### config.mk
export PLATFORM = sky130hd
export DESIGN_NAME = fnvb_flash_nv_bit_command_unit
export DESIGN_NICKNAME = d
export VERILOG_FILES = /design/src/verilog/fnvb_flash_nv_bit_command_unit.v
export VERILOG_INCLUDE_DIRS = /design/src /design/src/verilog
export SDC_FILE = /design/constraint.sdc
export NUM_CORES = 1
export LEC_CHECK = 0
export ABC_AREA = 1
export BUFFER_PORTS_ARGS = -buffer_cell sky130_fd_sc_hd__buf_4
export CORE_ASPECT_RATIO = 0.6
export CORE_MARGIN = 1.5
export CORE_UTILIZATION = 35
export CTS_BUF_LIST = sky130_fd_sc_hd__clkbuf_4 sky130_fd_sc_hd__clkbuf_8
export DETAILED_ROUTE_END_ITERATION = 6
export GPL_TIMING_DRIVEN = 0
export RECOVER_POWER = 50
export SYNTH_ARGS = -nofsm -noshare
export SYNTH_HDL_FRONTEND = slang
export SYNTH_SLANG_ARGS = --single-unit
### constraint.sdc
create_clock -name clk_in -period 3.3 [get_ports clk_in]
set_input_delay 0.33 -clock clk_in [delete_from_list [all_inputs] [get_ports clk_in]]
set_output_delay 0.33 -clock clk_in [all_outputs]
set_load 0.02 [all_outputs]
### src/verilog/fnvb_map.vh
// Register offsets, field positions, reset values and timing counts of the nv-bit command unit
`ifndef FNVB_MAP_VH
`define FNVB_MAP_VH
`define FNVB_OFF_MODE 8'h00
`define FNVB_OFF_CMD 8'h04
`define FNVB_OFF_STAT 8'h08
`define FNVB_OFF_RES 8'h0c
`define FNVB_MODE_RST 32'h0000_0000
`define FNVB_STAT_RST 32'h0000_0001
`define FNVB_RES_RST 32'h0000_0000
`define FNVB_KEY_HI 31
`define FNVB_KEY_LO 24
`define FNVB_ARG_HI 23
`define FNVB_ARG_LO 8
`define FNVB_CODE_HI 7
`define FNVB_CODE_LO 0
`define FNVB_WS_HI 11
`define FNVB_WS_LO 8
`define FNVB_RDY_IE_BIT 0
`define FNVB_RDY_BIT 0
`define FNVB_CMDE_BIT 1
`define FNVB_LOCKE_BIT 2
`define FNVB_KEY_VALUE 8'h5a
`define FNVB_CODE_SET 8'h0b
`define FNVB_CODE_CLEAR 8'h0c
`define FNVB_CODE_GET 8'h0d
`define FNVB_NUM_BITS 3
`define FNVB_NV_BUSY_CYCLES 4'h8
`endif

### src/verilog/fnvb_flash_nv_bit_command_unit.v
// Command, status and result registers for the general nonvolatile configuration bits
// Functional notes
// - Keyed set-bit command with index in argument sets that nonvolatile bit.
// - Set or clear with out-of-range index does nothing to any bit.
// - Keyed clear-bit command with index in argument clears that nonvolatile bit.
// - Get-bits ignores argument; result reads give 32 bits each, then zero.
// - Command completion sets ready; interrupt only when ready enable is one.
// - Ready reads zero while busy, one when idle; cleared when busy.
// - Command-error flag set on bad code or key; cleared by status read or command write.
// - Lock-error flag set on locked program/erase; cleared by status read or command write.
// - Command executes only with key 0x5A; otherwise nothing starts.
// - Argument is bit index for bit commands, don't-care for get.
// - Each flash access lasts wait-state count plus one cycles.
// - Flash reads keep being served during configuration-bit commands.
// - Configuration-bit commands never raise the lock-error flag.
// - Security enabled blocks debug and fast-programming flash access.
// - Configuration bit 0 is the security enable.
// - Security cleared by erase pin high plus completed full erase, or by a clear-bit command with index 0.
// - Configuration bits are separate from the main flash array.
// - Results wider than 32 bits come out 32 bits per successive read.
// - Ready clears as soon as a valid command starts.
//
// Local design decision: the APB interface to the registers.
`timescale 1ns/1ps
`include "fnvb_map.vh"
module fnvb_flash_nv_bit_command_unit (
    input wire clk_in,
    input wire rstn_in,
    input wire psel_in,
    input wire penable_in,
    input wire pwrite_in,
    input wire [7:0] paddr_in,
    input wire [31:0] pwdata_in,
    output wire [31:0] prdata_out,
    output wire pready_out,
    output wire pslverr_out,
    input wire flash_rd_req_in,
    output reg flash_rd_ack_out,
    input wire lock_violation_in,
    input wire erase_pin_in,
    input wire full_erase_done_in,
    input wire dbg_flash_req_in,
    input wire fpi_flash_req_in,
    output wire dbg_flash_grant_out,
    output wire fpi_flash_grant_out,
    output reg [`FNVB_NUM_BITS-1:0] nv_bits_out,
    output reg irq_out
);
    localparam ST_IDLE = 3'b001;
    localparam ST_BUSY = 3'b010;
    localparam ST_DONE = 3'b100;

    reg [2:0] state_r;
    reg [2:0] state_nxt;
    reg [31:0] mode_r;
    reg ready_r;
    reg cmd_err_r;
    reg lock_err_r;
    reg [`FNVB_NUM_BITS-1:0] nv_r;
    reg [`FNVB_NUM_BITS-1:0] snap_r;
    reg [7:0] op_code_r;
    reg [15:0] op_arg_r;
    reg [3:0] busy_cnt_r;
    reg [15:0] res_idx_r;
    reg [31:0] prdata_r;
    reg [3:0] ws_cnt_r;
    reg rd_active_r;
    reg erase_s1_r;
    reg erase_s2_r;
    reg lockv_s1_r;
    reg lockv_s2_r;
    reg ferase_s1_r;
    reg ferase_s2_r;
    reg dbg_s1_r;
    reg dbg_s2_r;
    reg fpi_s1_r;
    reg fpi_s2_r;

    wire access = psel_in & penable_in;
    wire wr_cmd = access & pwrite_in & (paddr_in == `FNVB_OFF_CMD);
    wire wr_mode = access & pwrite_in & (paddr_in == `FNVB_OFF_MODE);
    wire rd_stat = access & ~pwrite_in & (paddr_in == `FNVB_OFF_STAT);
    wire rd_res = access & ~pwrite_in & (paddr_in == `FNVB_OFF_RES);
    wire [7:0] key = pwdata_in[`FNVB_KEY_HI:`FNVB_KEY_LO];
    wire [7:0] code = pwdata_in[`FNVB_CODE_HI:`FNVB_CODE_LO];
    wire key_ok = (key == `FNVB_KEY_VALUE);
    wire code_ok = (code == `FNVB_CODE_SET) | (code == `FNVB_CODE_CLEAR) |
                   (code == `FNVB_CODE_GET);
    wire cmd_start = wr_cmd & key_ok & code_ok & (state_r == ST_IDLE);
    wire cmd_bad = wr_cmd & ~(key_ok & code_ok);
    wire unmapped = (paddr_in != `FNVB_OFF_MODE) & (paddr_in != `FNVB_OFF_CMD) &
                    (paddr_in != `FNVB_OFF_STAT) & (paddr_in != `FNVB_OFF_RES);
    wire security_on = nv_r[0];
    wire [31:0] res_word = (res_idx_r == 16'h0000) ?
                           {{(32-`FNVB_NUM_BITS){1'b0}}, snap_r} : 32'h0000_0000;
    wire in_range = (op_arg_r < `FNVB_NUM_BITS);
    wire [1:0] idx = op_arg_r[1:0];

    assign pready_out = 1'b1;
    assign pslverr_out = access & unmapped;
    assign prdata_out = prdata_r;
    assign dbg_flash_grant_out = dbg_s2_r & ~security_on;
    assign fpi_flash_grant_out = fpi_s2_r & ~security_on;

    always @* begin
        state_nxt = state_r;
        case (state_r)
            ST_IDLE: begin
                if (cmd_start) begin
                    state_nxt = ST_BUSY;
                end
            end
            ST_BUSY: begin
                if (busy_cnt_r == 4'h0) begin
                    state_nxt = ST_DONE;
                end
            end
            ST_DONE: state_nxt = ST_IDLE;
            default: state_nxt = ST_IDLE;
        endcase
    end

    // Erase pin synchroniser
    always @(posedge clk_in or negedge rstn_in) begin
        if (!rstn_in) begin
            erase_s1_r <= 1'b0;
            erase_s2_r <= 1'b0;
        end else begin
            erase_s1_r <= erase_pin_in;
            erase_s2_r <= erase_s1_r;
        end
    end

    // Lock violation synchroniser
    always @(posedge clk_in or negedge rstn_in) begin
        if (!rstn_in) begin
            lockv_s1_r <= 1'b0;
            lockv_s2_r <= 1'b0;
        end else begin
            lockv_s1_r <= lock_violation_in;
            lockv_s2_r <= lockv_s1_r;
        end
    end

    // Full erase done synchroniser
    always @(posedge clk_in or negedge rstn_in) begin
        if (!rstn_in) begin
            ferase_s1_r <= 1'b0;
            ferase_s2_r <= 1'b0;
        end else begin
            ferase_s1_r <= full_erase_done_in;
            ferase_s2_r <= ferase_s1_r;
        end
    end

    // Debug request synchroniser
    always @(posedge clk_in or negedge rstn_in) begin
        if (!rstn_in) begin
            dbg_s1_r <= 1'b0;
            dbg_s2_r <= 1'b0;
        end else begin
            dbg_s1_r <= dbg_flash_req_in;
            dbg_s2_r <= dbg_s1_r;
        end
    end

    // Fast programming request synchroniser
    always @(posedge clk_in or negedge rstn_in) begin
        if (!rstn_in) begin
            fpi_s1_r <= 1'b0;
            fpi_s2_r <= 1'b0;
        end else begin
            fpi_s1_r <= fpi_flash_req_in;
            fpi_s2_r <= fpi_s1_r;
        end
    end

    // Commit happens on the last busy cycle
    wire commit = (state_r == ST_BUSY) && (busy_cnt_r == 4'h0);
    wire do_set = commit && (op_code_r == `FNVB_CODE_SET);
    wire do_clear = commit && (op_code_r == `FNVB_CODE_CLEAR);
    wire do_get = commit && (op_code_r == `FNVB_CODE_GET);

    always @(posedge clk_in or negedge rstn_in) begin
        if (!rstn_in) begin
            state_r <= ST_IDLE;
        end else begin
            state_r <= state_nxt;
        end
    end

    // Mode register
    always @(posedge clk_in or negedge rstn_in) begin
        if (!rstn_in) begin
            mode_r <= `FNVB_MODE_RST;
        end else if (wr_mode) begin
            mode_r <= {20'h0_0000, pwdata_in[`FNVB_WS_HI:`FNVB_WS_LO], 7'h00,
                       pwdata_in[`FNVB_RDY_IE_BIT]};
        end
    end

    // Operands are captured only when a command really starts
    always @(posedge clk_in or negedge rstn_in) begin
        if (!rstn_in) begin
            op_code_r <= 8'h00;
        end else if (cmd_start) begin
            op_code_r <= code;
        end
    end

    always @(posedge clk_in or negedge rstn_in) begin
        if (!rstn_in) begin
            op_arg_r <= 16'h0000;
        end else if (cmd_start) begin
            op_arg_r <= pwdata_in[`FNVB_ARG_HI:`FNVB_ARG_LO];
        end
    end

    // Busy time counter
    always @(posedge clk_in or negedge rstn_in) begin
        if (!rstn_in) begin
            busy_cnt_r <= 4'h0;
        end else if (cmd_start) begin
            busy_cnt_r <= `FNVB_NV_BUSY_CYCLES;
        end else if (state_r == ST_BUSY && busy_cnt_r != 4'h0) begin
            busy_cnt_r <= busy_cnt_r - 4'h1;
        end
    end

    // Ready drops on the start edge and rises one cycle after commit
    always @(posedge clk_in or negedge rstn_in) begin
        if (!rstn_in) begin
            ready_r <= 1'b1;
        end else if (cmd_start) begin
            ready_r <= 1'b0;
        end else if (state_r == ST_DONE) begin
            ready_r <= 1'b1;
        end
    end

    // Error flags: a new event wins over the clearing access
    always @(posedge clk_in or negedge rstn_in) begin
        if (!rstn_in) begin
            cmd_err_r <= 1'b0;
        end else if (cmd_bad) begin
            cmd_err_r <= 1'b1;
        end else if (rd_stat | wr_cmd) begin
            cmd_err_r <= 1'b0;
        end
    end

    // Only the external program/erase path reports lock errors
    always @(posedge clk_in or negedge rstn_in) begin
        if (!rstn_in) begin
            lock_err_r <= 1'b0;
        end else if (lockv_s2_r) begin
            lock_err_r <= 1'b1;
        end else if (rd_stat | wr_cmd) begin
            lock_err_r <= 1'b0;
        end
    end

    // One cell per configuration bit, kept apart from the main array
    genvar gi;
    generate
        for (gi = 0; gi < `FNVB_NUM_BITS; gi = gi + 1) begin : g_nv
            wire hit = in_range && (idx == gi);
            always @(posedge clk_in or negedge rstn_in) begin
                if (!rstn_in) begin
                    nv_r[gi] <= 1'b0;
                    nv_bits_out[gi] <= 1'b0;
                end else begin
                    nv_bits_out[gi] <= nv_r[gi];
                    if (do_set && hit) begin
                        nv_r[gi] <= 1'b1;
                    end else if (do_clear && hit) begin
                        nv_r[gi] <= 1'b0;
                    end else if (gi == 0 && !commit && erase_s2_r && ferase_s2_r) begin
                        nv_r[gi] <= 1'b0;
                    end
                end
            end
        end
    endgenerate

    // Snapshot taken by the get command
    always @(posedge clk_in or negedge rstn_in) begin
        if (!rstn_in) begin
            snap_r <= {`FNVB_NUM_BITS{1'b0}};
        end else if (do_get) begin
            snap_r <= nv_r;
        end
    end

    // Result word index, restarted by each get
    always @(posedge clk_in or negedge rstn_in) begin
        if (!rstn_in) begin
            res_idx_r <= 16'h0000;
        end else if (do_get) begin
            res_idx_r <= 16'h0000;
        end else if (rd_res && res_idx_r != 16'hffff) begin
            res_idx_r <= res_idx_r + 16'h0001;
        end
    end

    always @(posedge clk_in or negedge rstn_in) begin
        if (!rstn_in) begin
            irq_out <= 1'b0;
        end else begin
            irq_out <= ready_r & mode_r[`FNVB_RDY_IE_BIT];
        end
    end

    // Read data is chosen in the setup cycle and held through the access
    reg [31:0] prdata_nxt;
    always @* begin
        case (paddr_in)
            `FNVB_OFF_MODE: prdata_nxt = mode_r;
            `FNVB_OFF_STAT: prdata_nxt = {29'h0000_0000, lock_err_r, cmd_err_r, ready_r};
            `FNVB_OFF_RES: prdata_nxt = res_word;
            default: prdata_nxt = 32'h0000_0000;
        endcase
    end

    always @(posedge clk_in or negedge rstn_in) begin
        if (!rstn_in) begin
            prdata_r <= 32'h0000_0000;
        end else if (psel_in & ~penable_in & ~pwrite_in) begin
            prdata_r <= prdata_nxt;
        end
    end

    // Flash read port, independent of the command engine
    wire [3:0] ws_field = mode_r[`FNVB_WS_HI:`FNVB_WS_LO];
    wire rd_take = !rd_active_r && flash_rd_req_in;
    wire rd_last = rd_active_r && (ws_cnt_r == 4'h1);

    always @(posedge clk_in or negedge rstn_in) begin
        if (!rstn_in) begin
            rd_active_r <= 1'b0;
        end else if (rd_take) begin
            rd_active_r <= (ws_field != 4'h0);
        end else if (rd_last) begin
            rd_active_r <= 1'b0;
        end
    end

    always @(posedge clk_in or negedge rstn_in) begin
        if (!rstn_in) begin
            ws_cnt_r <= 4'h0;
        end else if (rd_take) begin
            ws_cnt_r <= ws_field;
        end else if (rd_active_r && !rd_last) begin
            ws_cnt_r <= ws_cnt_r - 4'h1;
        end
    end

    // Acknowledge lands wait-state count plus one cycles after the request
    always @(posedge clk_in or negedge rstn_in) begin
        if (!rstn_in) begin
            flash_rd_ack_out <= 1'b0;
        end else begin
            flash_rd_ack_out <= (rd_take && ws_field == 4'h0) || rd_last;
        end
    end
endmodule

* Word-level counts from Yosys, hierarchy flattened
Cells that the tools add are included.
Word-level totals: register bits after elaboration 113, input port bits 51, output and inout port bits 41
Cells by class: add/sub/neg operators 3, $lt $le $gt $ge 1, eq/ne operators 22, mux-type cells 25, bitwise operators 28, reductions and logical operators 44
Operators with widths (number):
- 8-bit by 4-bit == test with 1-bit output (second input constant) | 8
- 12-bit case mux with 3 select lines | 1
- 16-bit 2-to-1 mux | 2
- 1-bit AND | 21
- 1-bit logical AND | 21
- 2-bit nonzero test | 9
- 16-bit by 1-bit adder with 16-bit output (second input constant) | 1
- 16-bit zero test | 1
- 16-bit by 2-bit less-than comparator with 1-bit output (second input constant) | 1
- 4-bit 2-to-1 mux | 4
- 16-bit inequality test (second input constant) | 1
- 8-bit by 4-bit inequality test with 1-bit output (second input constant) | 2
- 1-bit 2-to-1 mux | 14
- 3-bit 2-to-1 mux | 3
- 8-bit by 3-bit == test with 1-bit output (second input constant) | 1
- 8-bit by 7-bit == test with 1-bit output (second input constant) | 1
- 4-bit zero test | 2
- 8-bit zero test | 1
- 8-bit by 3-bit inequality test with 1-bit output (second input constant) | 1
- 4-bit nonzero test | 2
- 8-bit nonzero test | 1
- 4-bit by 1-bit subtractor with 4-bit output (second input constant) | 2
- 3-bit case mux with 2 select lines | 1
- 4-bit by 1-bit == test with 1-bit output (second input constant) | 1
- 13 further kinds | 21

* Longest topological paths before layout
Gate-level depths: netlist (run 1).
word-level depth 8, depth in mapped cells 12, mapped depth without buffers 11

* Least setup slack after synthesis (run 1)
Ideal clock, no wire load.
kind register to register, start point reg res_idx_r[0], end point reg res_idx_r[14], library setup time 0.065 ns, arrival 1.528 ns, slack 1.707 ns, cell stages (with the launch flop) 11, buffers on the path 1, clock period less this slack 1.593 ns, cells stage by stage dfrtp_1 -> ha_1 -> clkinv_1 -> nor2_4 -> nand2_2 -> nor2_4 -> nor2_4 -> nor2_8 -> buf_8 -> nand2_1 -> nand2_1
Between the ends: longest elaborated chain between the ends 3, elaborated cells between the ends (all ways) 6, those cells by class 1 x add/sub; 1 x eq/ne; 2 x mux; 2 x reduce/logical
RTL lines:
- start: declaration | line fnvb_flash_nv_bit_command_unit.v:64 | reg [15:0] res_idx_r;
- start signal: assignment | line fnvb_flash_nv_bit_command_unit.v:302 | res_idx_r <= res_idx_r + 16'h0001;
- 16-bit by 1-bit adder with 16-bit output / 16-bit inequality test (equally long branches) | line fnvb_flash_nv_bit_command_unit.v:302, fnvb_flash_nv_bit_command_unit.v:301
- 16-bit 2-to-1 mux / 1-bit logical AND (equally long branches) | line fnvb_flash_nv_bit_command_unit.v:301 | end else if (rd_res && res_idx_r != 16'hffff) begin
- 16-bit 2-to-1 mux / 2-bit nonzero test (equally long branches)
Several ways; a longest one is shown, not always the timed one. The select of a mux whose other input is x is not followed. A chain may end at the register's enable or synchronous reset.

* Worst setup path in the final report (run 1)
Same ends and word-level chain as after synthesis.

==> impl_metrics.xml, run 1 <==
<?xml version="1.0" encoding="UTF-8"?>
<metrics>
  <group name="layout">
    <metric name="design_area" unit="um^2">5480</metric>
    <metric name="seq_area" unit="um^2">2200</metric>
    <metric name="fin_nets" unit="">729</metric>
    <metric name="area_of_the_multi_input_gates" unit="um^2">1910</metric>
    <metric name="share_of_cells_above_drive_strength_1" unit="">0.194</metric>
    <metric name="antenna_cells_inserted" unit="">0</metric>
    <metric name="commonest_cells_after_routing_fill_and_taps_aside" unit="">193 x nand2_1, 86 x dfrtp_1, 84 x buf_4</metric>
    <metric name="final.fill_count" unit="">1219</metric>
    <metric name="area_growth" unit="%">21.4</metric>
    <metric name="layout_commonest_cell" unit="">nand2_1</metric>
  </group>
  <group name="floorplanning">
    <metric name="initial_utilization" unit="">0.367</metric>
    <metric name="fp-row-count" unit="">31</metric>
    <metric name="pin_count" unit="">92</metric>
    <metric name="floorplan.die_area" unit="um^2">13600</metric>
    <metric name="chipWidth" unit="um">150</metric>
    <metric name="die_height" unit="um">91.0</metric>
    <metric name="design.core.area" unit="um^2">12300</metric>
  </group>
  <group name="grt">
    <metric name="groute.usage.overall" unit="">0.164</metric>
    <metric name="globalRouteMet2Util" unit="">0.228</metric>
    <metric name="grt_most_used_layer" unit="">met1</metric>
    <metric name="grt_max_degree" unit="">89</metric>
    <metric name="global_route.usage.met1" unit="">0.248</metric>
    <metric name="grt_overflow_total" unit="">0</metric>
    <metric name="grt_pass1_vias" unit="">3568</metric>
    <metric name="number_of_antenna_violations_at_the_first_check_in_global_routing" unit="">0</metric>
    <metric name="grt_first_pass_wirelength" unit="um">17600</metric>
    <metric name="grt.met3_usage" unit="">0.0442</metric>
  </group>
  <group name="sta">
    <metric name="worst_slew_pin_slew" unit="ns">2.20</metric>
    <metric name="max_slew_margin" unit="">-0.464</metric>
    <metric name="finalWorstPathRequiredPeriod" unit="ns">1.99</metric>
    <metric name="setup_tns" unit="ns">0</metric>
    <metric name="drv_slew" unit="">89</metric>
    <metric name="finalClockSkew" unit="ns">0.00949</metric>
    <metric name="setup_repair_after_global_routing_missed_its_margin" unit="">false</metric>
    <metric name="post-route-period-util" unit="">0.602</metric>
    <metric name="hold_viol" unit="">0</metric>
    <metric name="max_freq" unit="MHz">503</metric>
    <metric name="final-setup-viol-count" unit="">0</metric>
  </group>
  <group name="synthesis">
    <metric name="syn-cell-area" unit="um^2">4510</metric>
    <metric name="yosys.area_share.simple" unit="">0.320</metric>
    <metric name="postSynth.topFlopCell" unit="">dfrtp_1</metric>
    <metric name="synthAdderAreaFrac" unit="">0.0166</metric>
    <metric name="post_synthesis_async_set_or_reset_flop_share" unit="">1.00</metric>
    <metric name="synth_area_per_cell" unit="um^2">7.89</metric>
    <metric name="synth_cells" unit="">572</metric>
    <metric name="yosysWarningCount" unit="">0</metric>
    <metric name="synth.lib_cells_used.distinct" unit="">34</metric>
    <metric name="main_combinational_cell_family_by_area_after_synthesis" unit="">simple AND/OR/NAND/NOR gates</metric>
    <metric name="synthXorXnorAreaFrac" unit="">0.0233</metric>
    <metric name="synth_compound_gate_area_share" unit="">0.0419</metric>
    <metric name="yosys-mux-area-fraction" unit="">0</metric>
    <metric name="synth.ff_latch_count" unit="">88</metric>
    <metric name="number_of_enable_flip_flop_cells_after_synthesis" unit="">0</metric>
    <metric name="yosysSeqAreaShare" unit="">0.488</metric>
  </group>
  <group name="pwr">
    <metric name="vdd_ir_drop_max" unit="uV">169</metric>
    <metric name="comb_power_share" unit="">0.142</metric>
    <metric name="p_int" unit="mW">1.56</metric>
    <metric name="power.density_cell_area" unit="nW/um^2">394</metric>
    <metric name="p_sw_frac" unit="">0.279</metric>
    <metric name="clockPowerShare" unit="">0.329</metric>
    <metric name="pwr-share-seq" unit="">0.529</metric>
    <metric name="total_switching_power" unit="mW">0.602</metric>
    <metric name="power.leakage" unit="nW">2.91</metric>
  </group>
  <group name="route">
    <metric name="route.detailed.wl_per_inst" unit="um">12.4</metric>
    <metric name="count_of_unresolved_drc_violations_after_routing" unit="">0</metric>
    <metric name="vias" unit="">3827</metric>
    <metric name="routed_wirelength" unit="um">10400</metric>
    <metric name="antenna_violating_nets_post_route" unit="">0</metric>
    <metric name="detailedRoute.firstIterationViolations" unit="">188</metric>
    <metric name="detail_route.first_pass.iterations" unit="">5</metric>
    <metric name="via_per_inst" unit="">4.55</metric>
  </group>
  <group name="min_path">
    <metric name="worstHoldPathType" unit="">primary input to flop</metric>
    <metric name="whs_path_depth" unit="">1</metric>
  </group>
  <group name="outcome">
    <metric name="run_status" unit="">finished, violations left</metric>
    <metric name="violations" unit="">capacitance limit, slew limit</metric>
  </group>
  <group name="worst_setup_path">
    <metric name="crit_fanout" unit="">10</metric>
    <metric name="critPathSlowestCell" unit="">dfrtp_1</metric>
    <metric name="dominant_delay_contributor_by_cell_family_on_the_critical_path" unit="">simple AND/OR/NAND/NOR gates</metric>
    <metric name="critical_path_required" unit="ns">3.60</metric>
    <metric name="crit_path_most_repeated_cell" unit="">nor2_4</metric>
    <metric name="setup.worst_path.start_class" unit="">flop</metric>
    <metric name="critical_path_cell_count" unit="">10</metric>
    <metric name="critPathBufInv" unit="">2</metric>
    <metric name="slowest_delay" unit="ns">0.42</metric>
    <metric name="timing.critical_path.cells" unit="">ha_1 -&gt; clkinv_1 -&gt; nor2_4 -&gt; nand2_2 -&gt; nor2_4 -&gt; nor2_4 -&gt; nor2_8 -&gt; buf_8 -&gt; nand2_1 -&gt; nand2_1</metric>
    <metric name="worstRegToRegCells" unit="">10</metric>
    <metric name="crit_type" unit="">flop to flop</metric>
    <metric name="crit_arrival" unit="ns">2.29</metric>
    <metric name="cp_capture_type" unit="">flop</metric>
  </group>
  <group name="placed_design">
    <metric name="place_area" unit="um^2">5300</metric>
    <metric name="numPortBuffers" unit="">65</metric>
    <metric name="hpwl" unit="um">7940</metric>
    <metric name="gp_routability_congestion" unit="">0.863</metric>
  </group>
  <group name="clock_tree">
    <metric name="clock-root-buffer" unit="">clkbuf_8</metric>
    <metric name="clock_edge_transition_at_the_registers_on_the_reported_setup_and_hold_paths" unit="ns">0.09</metric>
    <metric name="tritoncts" unit="">yes</metric>
    <metric name="tritoncts.num_buffers" unit="">9</metric>
    <metric name="clkLatencyLatePin" unit="ns">0.36</metric>
    <metric name="number_of_instances_resized_during_post_cts_repair" unit="">0</metric>
    <metric name="clk_buf_depth" unit="">2</metric>
    <metric name="cts_num_sinks" unit="">88</metric>
    <metric name="cts_setup_buffers" unit="">0</metric>
    <metric name="h-tree-depth" unit="">3</metric>
    <metric name="cts_hold_repair.buffers" unit="">0</metric>
  </group>
  <group name="job">
    <metric name="max_cap_viol_count" unit="">1</metric>
  </group>
</metrics>
[metal layers]
metal  share of wire  vias up
met5               0        -
met4          0.0091        0
met3           0.066        7
met2            0.41      100
met1            0.52     1766
li1                -     1954
[synthesized netlist by cell type (all sizes together), types with 2 or more instances]
cell	count	share of area
xor2	7	0.014
nor2	69	0.067
buf	31	0.051
nor3	8	0.010
o21bai	4	0.0067
conb	2	0.0017
o21ai	7	0.0078
dfrtp	86	0.48
nand4	35	0.049
o31ai	4	0.0067
inv	60	0.050
o221ai	3	0.0058
xnor2	5	0.0097
nand2	195	0.16
ha	6	0.017
nand3	27	0.030
dfstp	2	0.012
a21oi	5	0.0055
clkbuf	8	0.0067
a31oi	2	0.0028
[worst paths after layout]
| kind | endpoint | startpoint | slack [ns] |
|---|---|---|---|
| worst max register to register | res_idx_r[14] | res_idx_r[0] | 1.31 |
| worst min-delay path | fpi_s1_r | fpi_flash_req_in | 0.09 |
| worst min register to register | dbg_s2_r | dbg_s1_r | 0.35 |
| max in group asynchronous | mode_r[0] | rstn_in | 1.40 |
| worst max-delay path | res_idx_r[14] | res_idx_r[0] | 1.31 |
| min in group asynchronous | flash_rd_ack_out | rstn_in | 0.58 |
[per-stage QoR]
step                setup slack [ns]  instances   util  hold WS, ns  total power [mW]
global route                   0.948        842  0.446       0.0595              2.28
CTS                             1.29        842  0.446       0.0387              2.19
detailed placement              1.33        826  0.431        0.335              1.47
finish                          1.31        842  0.446       0.0890              2.16
global placement                1.38        826  0.431        0.335              1.46
floorplan                       1.71        596      -       0.0344              1.36
[registers in the layout (all words and copies together), names as in the netlist, 2 cells and up]
signal       cells
res_idx_r       16
op_code_r        8
mode_r           5
ws_cnt_r         4
busy_cnt_r       4
snap_r           3
op_arg_r        16
prdata_out       7
nv_r             2
state_r          3
nv_bits_out      3
[power by group through the flow]
| stage | sequential (mW) | combinational [mW] | clock [mW] |
|---|---|---|---|
| floorplan | 1.16 | 0.196 | 0 |
| global placement | 1.16 | 0.302 | 0 |
| detailed placement | 1.16 | 0.309 | 0 |
| CTS | 1.14 | 0.310 | 0.742 |
| global route | 1.15 | 0.350 | 0.787 |
| finish | 1.14 | 0.307 | 0.711 |
[layout make-up]
type,count,area share
flip-flops and latches,88,0.402
multi-input cells,408,0.349
repair buffers,65,0.0879
plain buffers,39,0.0475
inverters,61,0.0418
well taps,165,0.0377
clock buffers,10,0.0251
clock inverters,6,0.00891
[cell families after synthesis]
logic type                 count (synthesis)
AOI/OAI and AO/OA                         29
xor gates and xnor gates                  12
adders and majority gates                  6
buffers and inverters                    100
DFF                                       88
other                                      2
and+or+nand+nor                          335
No activity file was read; power rests on OpenSTA's default activity.
==> run 2: changes to the inputs <==
- ABC_AREA: 1 -> 0
- clock period: 3.3 -> 1.9 ns (I/O delays scaled with it)
==> run 2 against run 1 <==
  * The flow now finishes without violations
  * Sequential share of layout area grew 0.82 points
  * Die area shrank 6.3%
  * Cell area down 2.0%
  * Worst hold slack got worse by 0.084 ns
  * Routed wire length fell by 12%
  * Critical path depth fell by 2
  * Worst setup slack worse by 1.2 ns
  * Via count decreased by 20%
  * Count of clock-buffer cells in the layout up 5
  * Critical endpoint is now snap_r[0]
==> impl_metrics.xml, run 2 <==
<?xml version="1.0" encoding="UTF-8"?>
<metrics>
  <group name="pwr">
    <metric name="power.density_cell_area" unit="nW/um^2">671</metric>
    <metric name="vdd_ir_drop_max" unit="uV">303</metric>
    <metric name="power.leakage" unit="nW">2.59</metric>
    <metric name="power" unit="mW">3.61</metric>
  </group>
  <group name="synthesis">
    <metric name="synth.lib_cells_used.distinct" unit="">56</metric>
    <metric name="synth.cells.most_frequent" unit="">86 x dfrtp_1, 31 x nor2_1, 28 x buf_4</metric>
    <metric name="synth_cells" unit="">371</metric>
    <metric name="yosysSeqAreaShare" unit="">0.522</metric>
    <metric name="post_synthesis_async_set_or_reset_flop_share" unit="">1.00</metric>
    <metric name="synth_top_area_share" unit="">0.510</metric>
    <metric name="postSynth.topFlopCell" unit="">dfrtp_1</metric>
    <metric name="synth_area_per_cell" unit="um^2">11.4</metric>
    <metric name="syn-cell-area" unit="um^2">4220</metric>
    <metric name="number_of_enable_flip_flop_cells_after_synthesis" unit="">0</metric>
    <metric name="yosysWarningCount" unit="">0</metric>
    <metric name="synth_area_leaders" unit="">dfrtp_1 51%, mux2_2 6.9%, buf_4 5.0%</metric>
    <metric name="yosysMostFrequentCell" unit="">dfrtp_1</metric>
    <metric name="synthDominantAreaCellType" unit="">dfrtp_1</metric>
    <metric name="synth.ff_latch_count" unit="">88</metric>
  </group>
  <group name="sta">
    <metric name="max_freq" unit="MHz">548</metric>
    <metric name="final-setup-viol-count" unit="">0</metric>
    <metric name="max_slew_margin" unit="">0.263</metric>
    <metric name="hold_viol" unit="">0</metric>
    <metric name="post-route-period-util" unit="">0.960</metric>
    <metric name="finalWorstPathRequiredPeriod" unit="ns">1.82</metric>
    <metric name="drv_slew" unit="">0</metric>
    <metric name="worst_slew_pin_slew" unit="ns">1.11</metric>
    <metric name="post-route-worst-setup-slack" unit="ns">0.0753</metric>
    <metric name="finalClockSkew" unit="ns">0.0107</metric>
  </group>
  <group name="placed_design">
    <metric name="hpwl" unit="um">6700</metric>
    <metric name="numPortBuffers" unit="">64</metric>
    <metric name="preCtsSetupSlack" unit="ns">-0.426</metric>
    <metric name="gp_routability_congestion" unit="">0.875</metric>
  </group>
  <group name="floorplanning">
    <metric name="chipWidth" unit="um">145</metric>
    <metric name="fp-row-count" unit="">30</metric>
    <metric name="die_height" unit="um">88.1</metric>
    <metric name="pin_count" unit="">92</metric>
    <metric name="floorplan.die_area" unit="um^2">12800</metric>
    <metric name="initial_utilization" unit="">0.366</metric>
    <metric name="design.core.area" unit="um^2">11500</metric>
  </group>
  <group name="grt">
    <metric name="grt_max_degree" unit="">89</metric>
    <metric name="grt_pass1_vias" unit="">2887</metric>
    <metric name="groute.usage.overall" unit="">0.156</metric>
    <metric name="global_route.usage.met1" unit="">0.231</metric>
    <metric name="grt_first_pass_wirelength" unit="um">14900</metric>
    <metric name="number_of_antenna_violations_at_the_first_check_in_global_routing" unit="">0</metric>
    <metric name="grt_most_used_layer" unit="">met1</metric>
    <metric name="grt_overflow_total" unit="">0</metric>
    <metric name="globalRouteMet2Util" unit="">0.215</metric>
    <metric name="grt.met3_usage" unit="">0.0487</metric>
  </group>
  <group name="clock_tree">
    <metric name="clock-root-buffer" unit="">clkbuf_8</metric>
    <metric name="tritoncts" unit="">yes</metric>
    <metric name="clkLatencyLatePin" unit="ns">0.36</metric>
    <metric name="clk_buf_depth" unit="">2</metric>
    <metric name="cts_num_sinks" unit="">88</metric>
    <metric name="tritoncts.num_buffers" unit="">9</metric>
    <metric name="h-tree-depth" unit="">3</metric>
    <metric name="clock_edge_transition_at_the_registers_on_the_reported_setup_and_hold_paths" unit="ns">0.08</metric>
  </group>
  <group name="job">
    <metric name="max_cap_viol_count" unit="">0</metric>
  </group>
  <group name="route">
    <metric name="via_per_inst" unit="">4.69</metric>
    <metric name="routed_wirelength" unit="um">9120</metric>
    <metric name="count_of_unresolved_drc_violations_after_routing" unit="">0</metric>
    <metric name="antenna_violating_nets_post_route" unit="">0</metric>
    <metric name="detailedRoute.firstIterationViolations" unit="">163</metric>
    <metric name="vias" unit="">3046</metric>
    <metric name="detail_route.first_pass.iterations" unit="">4</metric>
    <metric name="route.detailed.wl_per_inst" unit="um">14.0</metric>
  </group>
  <group name="layout">
    <metric name="antenna_cells_inserted" unit="">0</metric>
    <metric name="postLayoutCoreUtil" unit="">0.466</metric>
    <metric name="commonest_cells_after_routing_fill_and_taps_aside" unit="">95 x buf_4, 86 x dfrtp_1, 31 x nor2_1</metric>
    <metric name="area_growth" unit="%">27.2</metric>
    <metric name="share_of_cells_above_drive_strength_1" unit="">0.355</metric>
    <metric name="final.fill_count" unit="">1095</metric>
    <metric name="layout_top_registers" unit="">op_arg_r: 16 flops, res_idx_r: 16 flops, op_code_r: 8 flops</metric>
    <metric name="fin_nets" unit="">542</metric>
    <metric name="layout_commonest_cell" unit="">buf_4</metric>
  </group>
  <group name="worst_setup_path">
    <metric name="reg2reg_setup_slack" unit="ns">0.08</metric>
    <metric name="crit_type" unit="">flop to flop</metric>
    <metric name="crit_fanout" unit="">6</metric>
    <metric name="worstRegToRegCells" unit="">8</metric>
    <metric name="setup.worst_path.start_class" unit="">flop</metric>
    <metric name="critical_path_required" unit="ns">2.15</metric>
    <metric name="cp_capture_type" unit="">flop</metric>
    <metric name="crit_arrival" unit="ns">2.08</metric>
  </group>
  <group name="outcome">
    <metric name="run_status" unit="">completed</metric>
  </group>
  <group name="min_path">
    <metric name="worstHoldPathType" unit="">primary input to async pin</metric>
  </group>
</metrics>
run 2: changes by cell type after synthesis, sizes merged, moves of 18 or more:
cell and delta:
mux2 +28, nand4 -27, inv -47, nor4 +19, nand3 -18, nand2 -169, nor2 -37
run 2: kinds of logic (layout without fill, tap and decap cells):
kind of cell,count (synthesis),after routing,share of synthesized area
AOI/OAI and AO/OA,32,32,0.0530
xor gates and xnor gates,18,18,0.0373
adders and majority gates,6,6,0.0178
buffers and inverters,48,143,0.0738
DFF,88,88,0.522
muxes,31,31,0.0818
other,2,26,0.00178
and+or+nand+nor,146,146,0.212
run 2: metrics by stage:
stage	hold WS [ns]	TNS, ns	instance area [um^2]	cells
final	0.00485	0	5370	650
after floorplan	-0.106	0	4310	395
after global routing	0.0334	-0.00108	5370	650
after global placement	0.302	-8.17	4990	619
after CTS	0.0361	0	5280	644
after detailed placement	0.301	-10.19	4990	619
run 2: what timing repair did:
item                                    4_1_cts  5_1_grt
hold buffers                                  5        0
gates resized for setup                       3       14
pin swaps                                     2        2
setup buffers                                 4        6
hold endpoints to repair                      5        0
endpoints found under the setup margin       22       22
run 2: final timing paths:
| kind | start | endpoint |
|---|---|---|
| worst max-delay path | busy_cnt_r[0] | snap_r[0] |
| worst min register to register | ferase_s1_r | ferase_s2_r |
| max in group asynchronous | rstn_in | state_r[2] |
| worst max register to register | busy_cnt_r[0] | snap_r[0] |
| min in group clk_in | pwdata_in[23] | op_arg_r[15] |
| worst min-delay path | rstn_in | res_idx_r[10] |
run 2: layer usage:
| metal | part of all wire | vias up |
|---|---|---|
| met4 | 0.0091 | 0 |
| met2 | 0.42 | 105 |
| met5 | 0 | - |
| li1 | - | 1484 |
| met3 | 0.075 | 10 |
| met1 | 0.50 | 1447 |
run 2: area by class of cell:
cell class | instances | area, um^2 | area share
repair buffers | 79 | 613 | 0.114
plain buffers | 35 | 265 | 0.0494
clock inverters | 1 | 5.00 | 0.000932
clock buffers | 15 | 181 | 0.0338
flip-flops and latches | 88 | 2200 | 0.411
multi-input cells | 259 | 1850 | 0.345
inverters | 13 | 48.8 | 0.00909
well taps | 160 | 200 | 0.0373
run 2: power breakdown:
group | total (mW) | switching [mW] | internal (mW)
logic | 0.421 | 0.227 | 0.193
clock network | 1.22 | 0.617 | 0.605
registers | 1.96 | 0.0396 | 1.92
run 2: critical path: stages, from the launching register on:
cell     delay, ns
dfrtp_1       0.42
inv_2         0.10
ha_4          0.12
nor3b_4       0.17
nand4_1       0.12
buf_6         0.15
nor3_4        0.15
buf_6         0.15
mux2_2        0.33
==> run 3: changes to the inputs <==
--- a/config.mk
+++ b/config.mk
@@ -17,2 +17,3 @@
 export RECOVER_POWER = 50
+export SLEW_MARGIN = 20
 export SYNTH_ARGS = -nofsm -noshare
==> constraint.sdc (replaced) <==
create_clock -name clk_in -period 1.9 [get_ports clk_in]
set_input_delay 0 -clock clk_in [delete_from_list [all_inputs] [get_ports clk_in]]
set_output_delay 0 -clock clk_in [all_outputs]
set_load 0.02 [all_outputs]
==> run 3 against run 2 <==
  * Count of clock-buffer cells in the layout did not move
  * Non-clock buffer count rose by 20
  * Register-to-register slack barely moved
  * Global-route usage rose by 0.31 points
  * Largest power group unchanged
==> impl_metrics.xml, run 3 (synthesis results as in run 2) <==
<?xml version="1.0" encoding="UTF-8"?>
<metrics>
  <group name="layout">
    <metric name="final.fill_count" unit="">1087</metric>
    <metric name="seq_area" unit="um^2">2200</metric>
    <metric name="commonest_cells_after_routing_fill_and_taps_aside" unit="">86 x dfrtp_1, 81 x buf_4, 31 x nor2_1</metric>
    <metric name="design_area" unit="um^2">5530</metric>
    <metric name="area_growth" unit="%">31.1</metric>
    <metric name="layout_commonest_cell" unit="">dfrtp_1</metric>
    <metric name="fin_nets" unit="">562</metric>
    <metric name="postLayoutCoreUtil" unit="">0.480</metric>
    <metric name="antenna_cells_inserted" unit="">0</metric>
    <metric name="area_of_the_multi_input_gates" unit="um^2">1850</metric>
    <metric name="layout_top_registers" unit="">op_arg_r: 16 flops, res_idx_r: 16 flops, op_code_r: 8 flops</metric>
    <metric name="share_of_cells_above_drive_strength_1" unit="">0.316</metric>
  </group>
  <group name="sta">
    <metric name="post-route-period-util" unit="">0.962</metric>
    <metric name="final-setup-viol-count" unit="">0</metric>
    <metric name="finalClockSkew" unit="ns">0.0111</metric>
    <metric name="hold_viol" unit="">0</metric>
    <metric name="worst_slew_pin_slew" unit="ns">1.20</metric>
    <metric name="finalWorstPathRequiredPeriod" unit="ns">1.83</metric>
    <metric name="drv_slew" unit="">0</metric>
    <metric name="setup_tns" unit="ns">0</metric>
    <metric name="max_freq" unit="MHz">547</metric>
    <metric name="max_slew_margin" unit="">0.202</metric>
  </group>
  <group name="clock_tree">
    <metric name="clock-root-buffer" unit="">clkbuf_8</metric>
    <metric name="clock_edge_transition_at_the_registers_on_the_reported_setup_and_hold_paths" unit="ns">0.09</metric>
    <metric name="cts_num_sinks" unit="">88</metric>
    <metric name="h-tree-depth" unit="">3</metric>
    <metric name="clkLatencyLatePin" unit="ns">0.36</metric>
    <metric name="tritoncts.num_buffers" unit="">9</metric>
    <metric name="tritoncts" unit="">yes</metric>
    <metric name="clk_buf_depth" unit="">2</metric>
  </group>
  <group name="worst_setup_path">
    <metric name="crit_type" unit="">flop to flop</metric>
    <metric name="setup.worst_path.start_class" unit="">flop</metric>
    <metric name="slowest_delay" unit="ns">0.42</metric>
    <metric name="crit_fanout" unit="">6</metric>
    <metric name="critPathSlowestCell" unit="">dfrtp_1</metric>
    <metric name="crit_path_most_repeated_cell" unit="">buf_6</metric>
    <metric name="critPathBufInv" unit="">3</metric>
    <metric name="critical_path_required" unit="ns">2.16</metric>
    <metric name="crit_arrival" unit="ns">2.08</metric>
    <metric name="timing.critical_path.cells" unit="">inv_2 -&gt; ha_4 -&gt; nor3b_4 -&gt; nand4_1 -&gt; buf_6 -&gt; nor3_4 -&gt; buf_6 -&gt; mux2_2</metric>
    <metric name="cp_capture_type" unit="">flop</metric>
    <metric name="dominant_delay_contributor_by_cell_family_on_the_critical_path" unit="">simple AND/OR/NAND/NOR gates</metric>
  </group>
  <group name="pwr">
    <metric name="power.leakage" unit="nW">2.63</metric>
    <metric name="pwr-share-seq" unit="">0.539</metric>
    <metric name="p_int" unit="mW">2.74</metric>
    <metric name="total_switching_power" unit="mW">0.895</metric>
    <metric name="vdd_ir_drop_max" unit="uV">303</metric>
    <metric name="clockPowerShare" unit="">0.337</metric>
    <metric name="comb_power_share" unit="">0.124</metric>
    <metric name="p_sw_frac" unit="">0.246</metric>
    <metric name="power.density_cell_area" unit="nW/um^2">657</metric>
  </group>
  <group name="route">
    <metric name="route.detailed.wl_per_inst" unit="um">13.9</metric>
    <metric name="detailedRoute.firstIterationViolations" unit="">152</metric>
    <metric name="detail_route.first_pass.iterations" unit="">5</metric>
    <metric name="routed_wirelength" unit="um">9340</metric>
    <metric name="antenna_violating_nets_post_route" unit="">0</metric>
    <metric name="via_per_inst" unit="">4.69</metric>
    <metric name="count_of_unresolved_drc_violations_after_routing" unit="">0</metric>
    <metric name="vias" unit="">3143</metric>
  </group>
  <group name="floorplanning">
    <metric name="chipWidth" unit="um">145</metric>
    <metric name="initial_utilization" unit="">0.366</metric>
    <metric name="design.core.area" unit="um^2">11500</metric>
    <metric name="pin_count" unit="">92</metric>
    <metric name="floorplan.die_area" unit="um^2">12800</metric>
    <metric name="fp-row-count" unit="">30</metric>
    <metric name="die_height" unit="um">88.1</metric>
  </group>
  <group name="placed_design">
    <metric name="gp_routability_congestion" unit="">0.875</metric>
    <metric name="hpwl" unit="um">6700</metric>
    <metric name="numPortBuffers" unit="">64</metric>
    <metric name="place_area" unit="um^2">4990</metric>
  </group>
  <group name="grt">
    <metric name="grt_max_degree" unit="">89</metric>
    <metric name="number_of_antenna_violations_at_the_first_check_in_global_routing" unit="">0</metric>
    <metric name="grt_pass1_vias" unit="">2960</metric>
    <metric name="groute.usage.overall" unit="">0.159</metric>
    <metric name="grt_first_pass_wirelength" unit="um">15200</metric>
    <metric name="grt_overflow_total" unit="">0</metric>
  </group>
  <group name="job">
    <metric name="max_cap_viol_count" unit="">0</metric>
  </group>
  <group name="min_path">
    <metric name="worstHoldPathType" unit="">primary input to flop</metric>
  </group>
  <group name="outcome">
    <metric name="run_status" unit="">completed</metric>
  </group>
</metrics>
run 3: changes by cell type in the layout (fill, tap and decap cells not counted), sizes merged:
| cell | previous run | this run |
|---|---|---|
| clkbuf | 23 | 35 |
| buf | 101 | 87 |
| dlygate4sd3 | 5 | 27 |
run 3: worst register-to-register path: cells and delay by family, from the launching register on:
kind                     cells  cell delay (ns)
AND/OR/NAND/NOR              3             0.45
adder cells (fa/ha/maj)      1             0.12
flip-flops                   1             0.42
buffers and inverters        3             0.40
multiplexers                 1             0.33
run 3: area by class of cell:
type / instances / share of cell area
repair buffers: 99 / 0.140
multi-input cells: 259 / 0.335
clock inverters: 1 / 0.000904
well taps: 160 / 0.0362
inverters: 13 / 0.00882
plain buffers: 35 / 0.0479
clock buffers: 15 / 0.0328
flip-flops and latches: 88 / 0.398
run 3: worst paths after layout:
check | from | endpoint | slack [ns] | cells after the start
setup / recovery | busy_cnt_r[0] | snap_r[0] | 0.07 | 8
hold / removal | paddr_in[2] | mode_r[10] | 0.08 | 3
setup reg to reg | busy_cnt_r[0] | snap_r[0] | 0.07 | 8
hold reg to reg | ferase_s1_r | ferase_s2_r | 0.35 | 0
max in group asynchronous | rstn_in | state_r[2] | 0.69 | 2
min in group asynchronous | rstn_in | res_idx_r[10] | 0.41 | 2
run 3: per-layer routing:
layer  track usage  vias up  routed length (um)
met1         0.235     1509                4700
met2         0.220       98                3870
met4        0.0505        0                 118
met3        0.0476       13                 646
met5             0        -                   0
li1              -     1523                   -
run 3: per-stage QoR:
| step | setup slack, ns | power [mW] | hold WS, ns | std cells |
|---|---|---|---|---|
| finish | 0.0720 | 3.64 | 0.0803 | 670 |
| global route | -0.00325 | 3.83 | 0.0705 | 670 |
| CTS | 0.00203 | 3.70 | 0.0646 | 666 |
| detailed placement | -0.426 | 2.41 | 0.111 | 619 |
| global placement | -0.328 | 2.40 | 0.112 | 619 |
| floorplan | 0.0274 | 2.22 | -0.296 | 395 |
run 3: power by group through the flow:
stage / Combinational, mW / Clock, mW / Sequential, mW
CTS: 0.461 / 1.27 / 1.96
global placement: 0.405 / 0 / 1.99
detailed placement: 0.415 / 0 / 2.00
finish: 0.449 / 1.23 / 1.96
floorplan: 0.220 / 0 / 2.00
global route: 0.504 / 1.35 / 1.97
run 3: timing repair:
item | in CTS | in global routing
buffers inserted | 4 | 4
setup endpoints to repair | 22 | 22
hold buffers | 27 | 0
endpoints found under the hold margin | 117 | 0
gates resized for setup | 3 | 14
pin swaps | 2 | 2
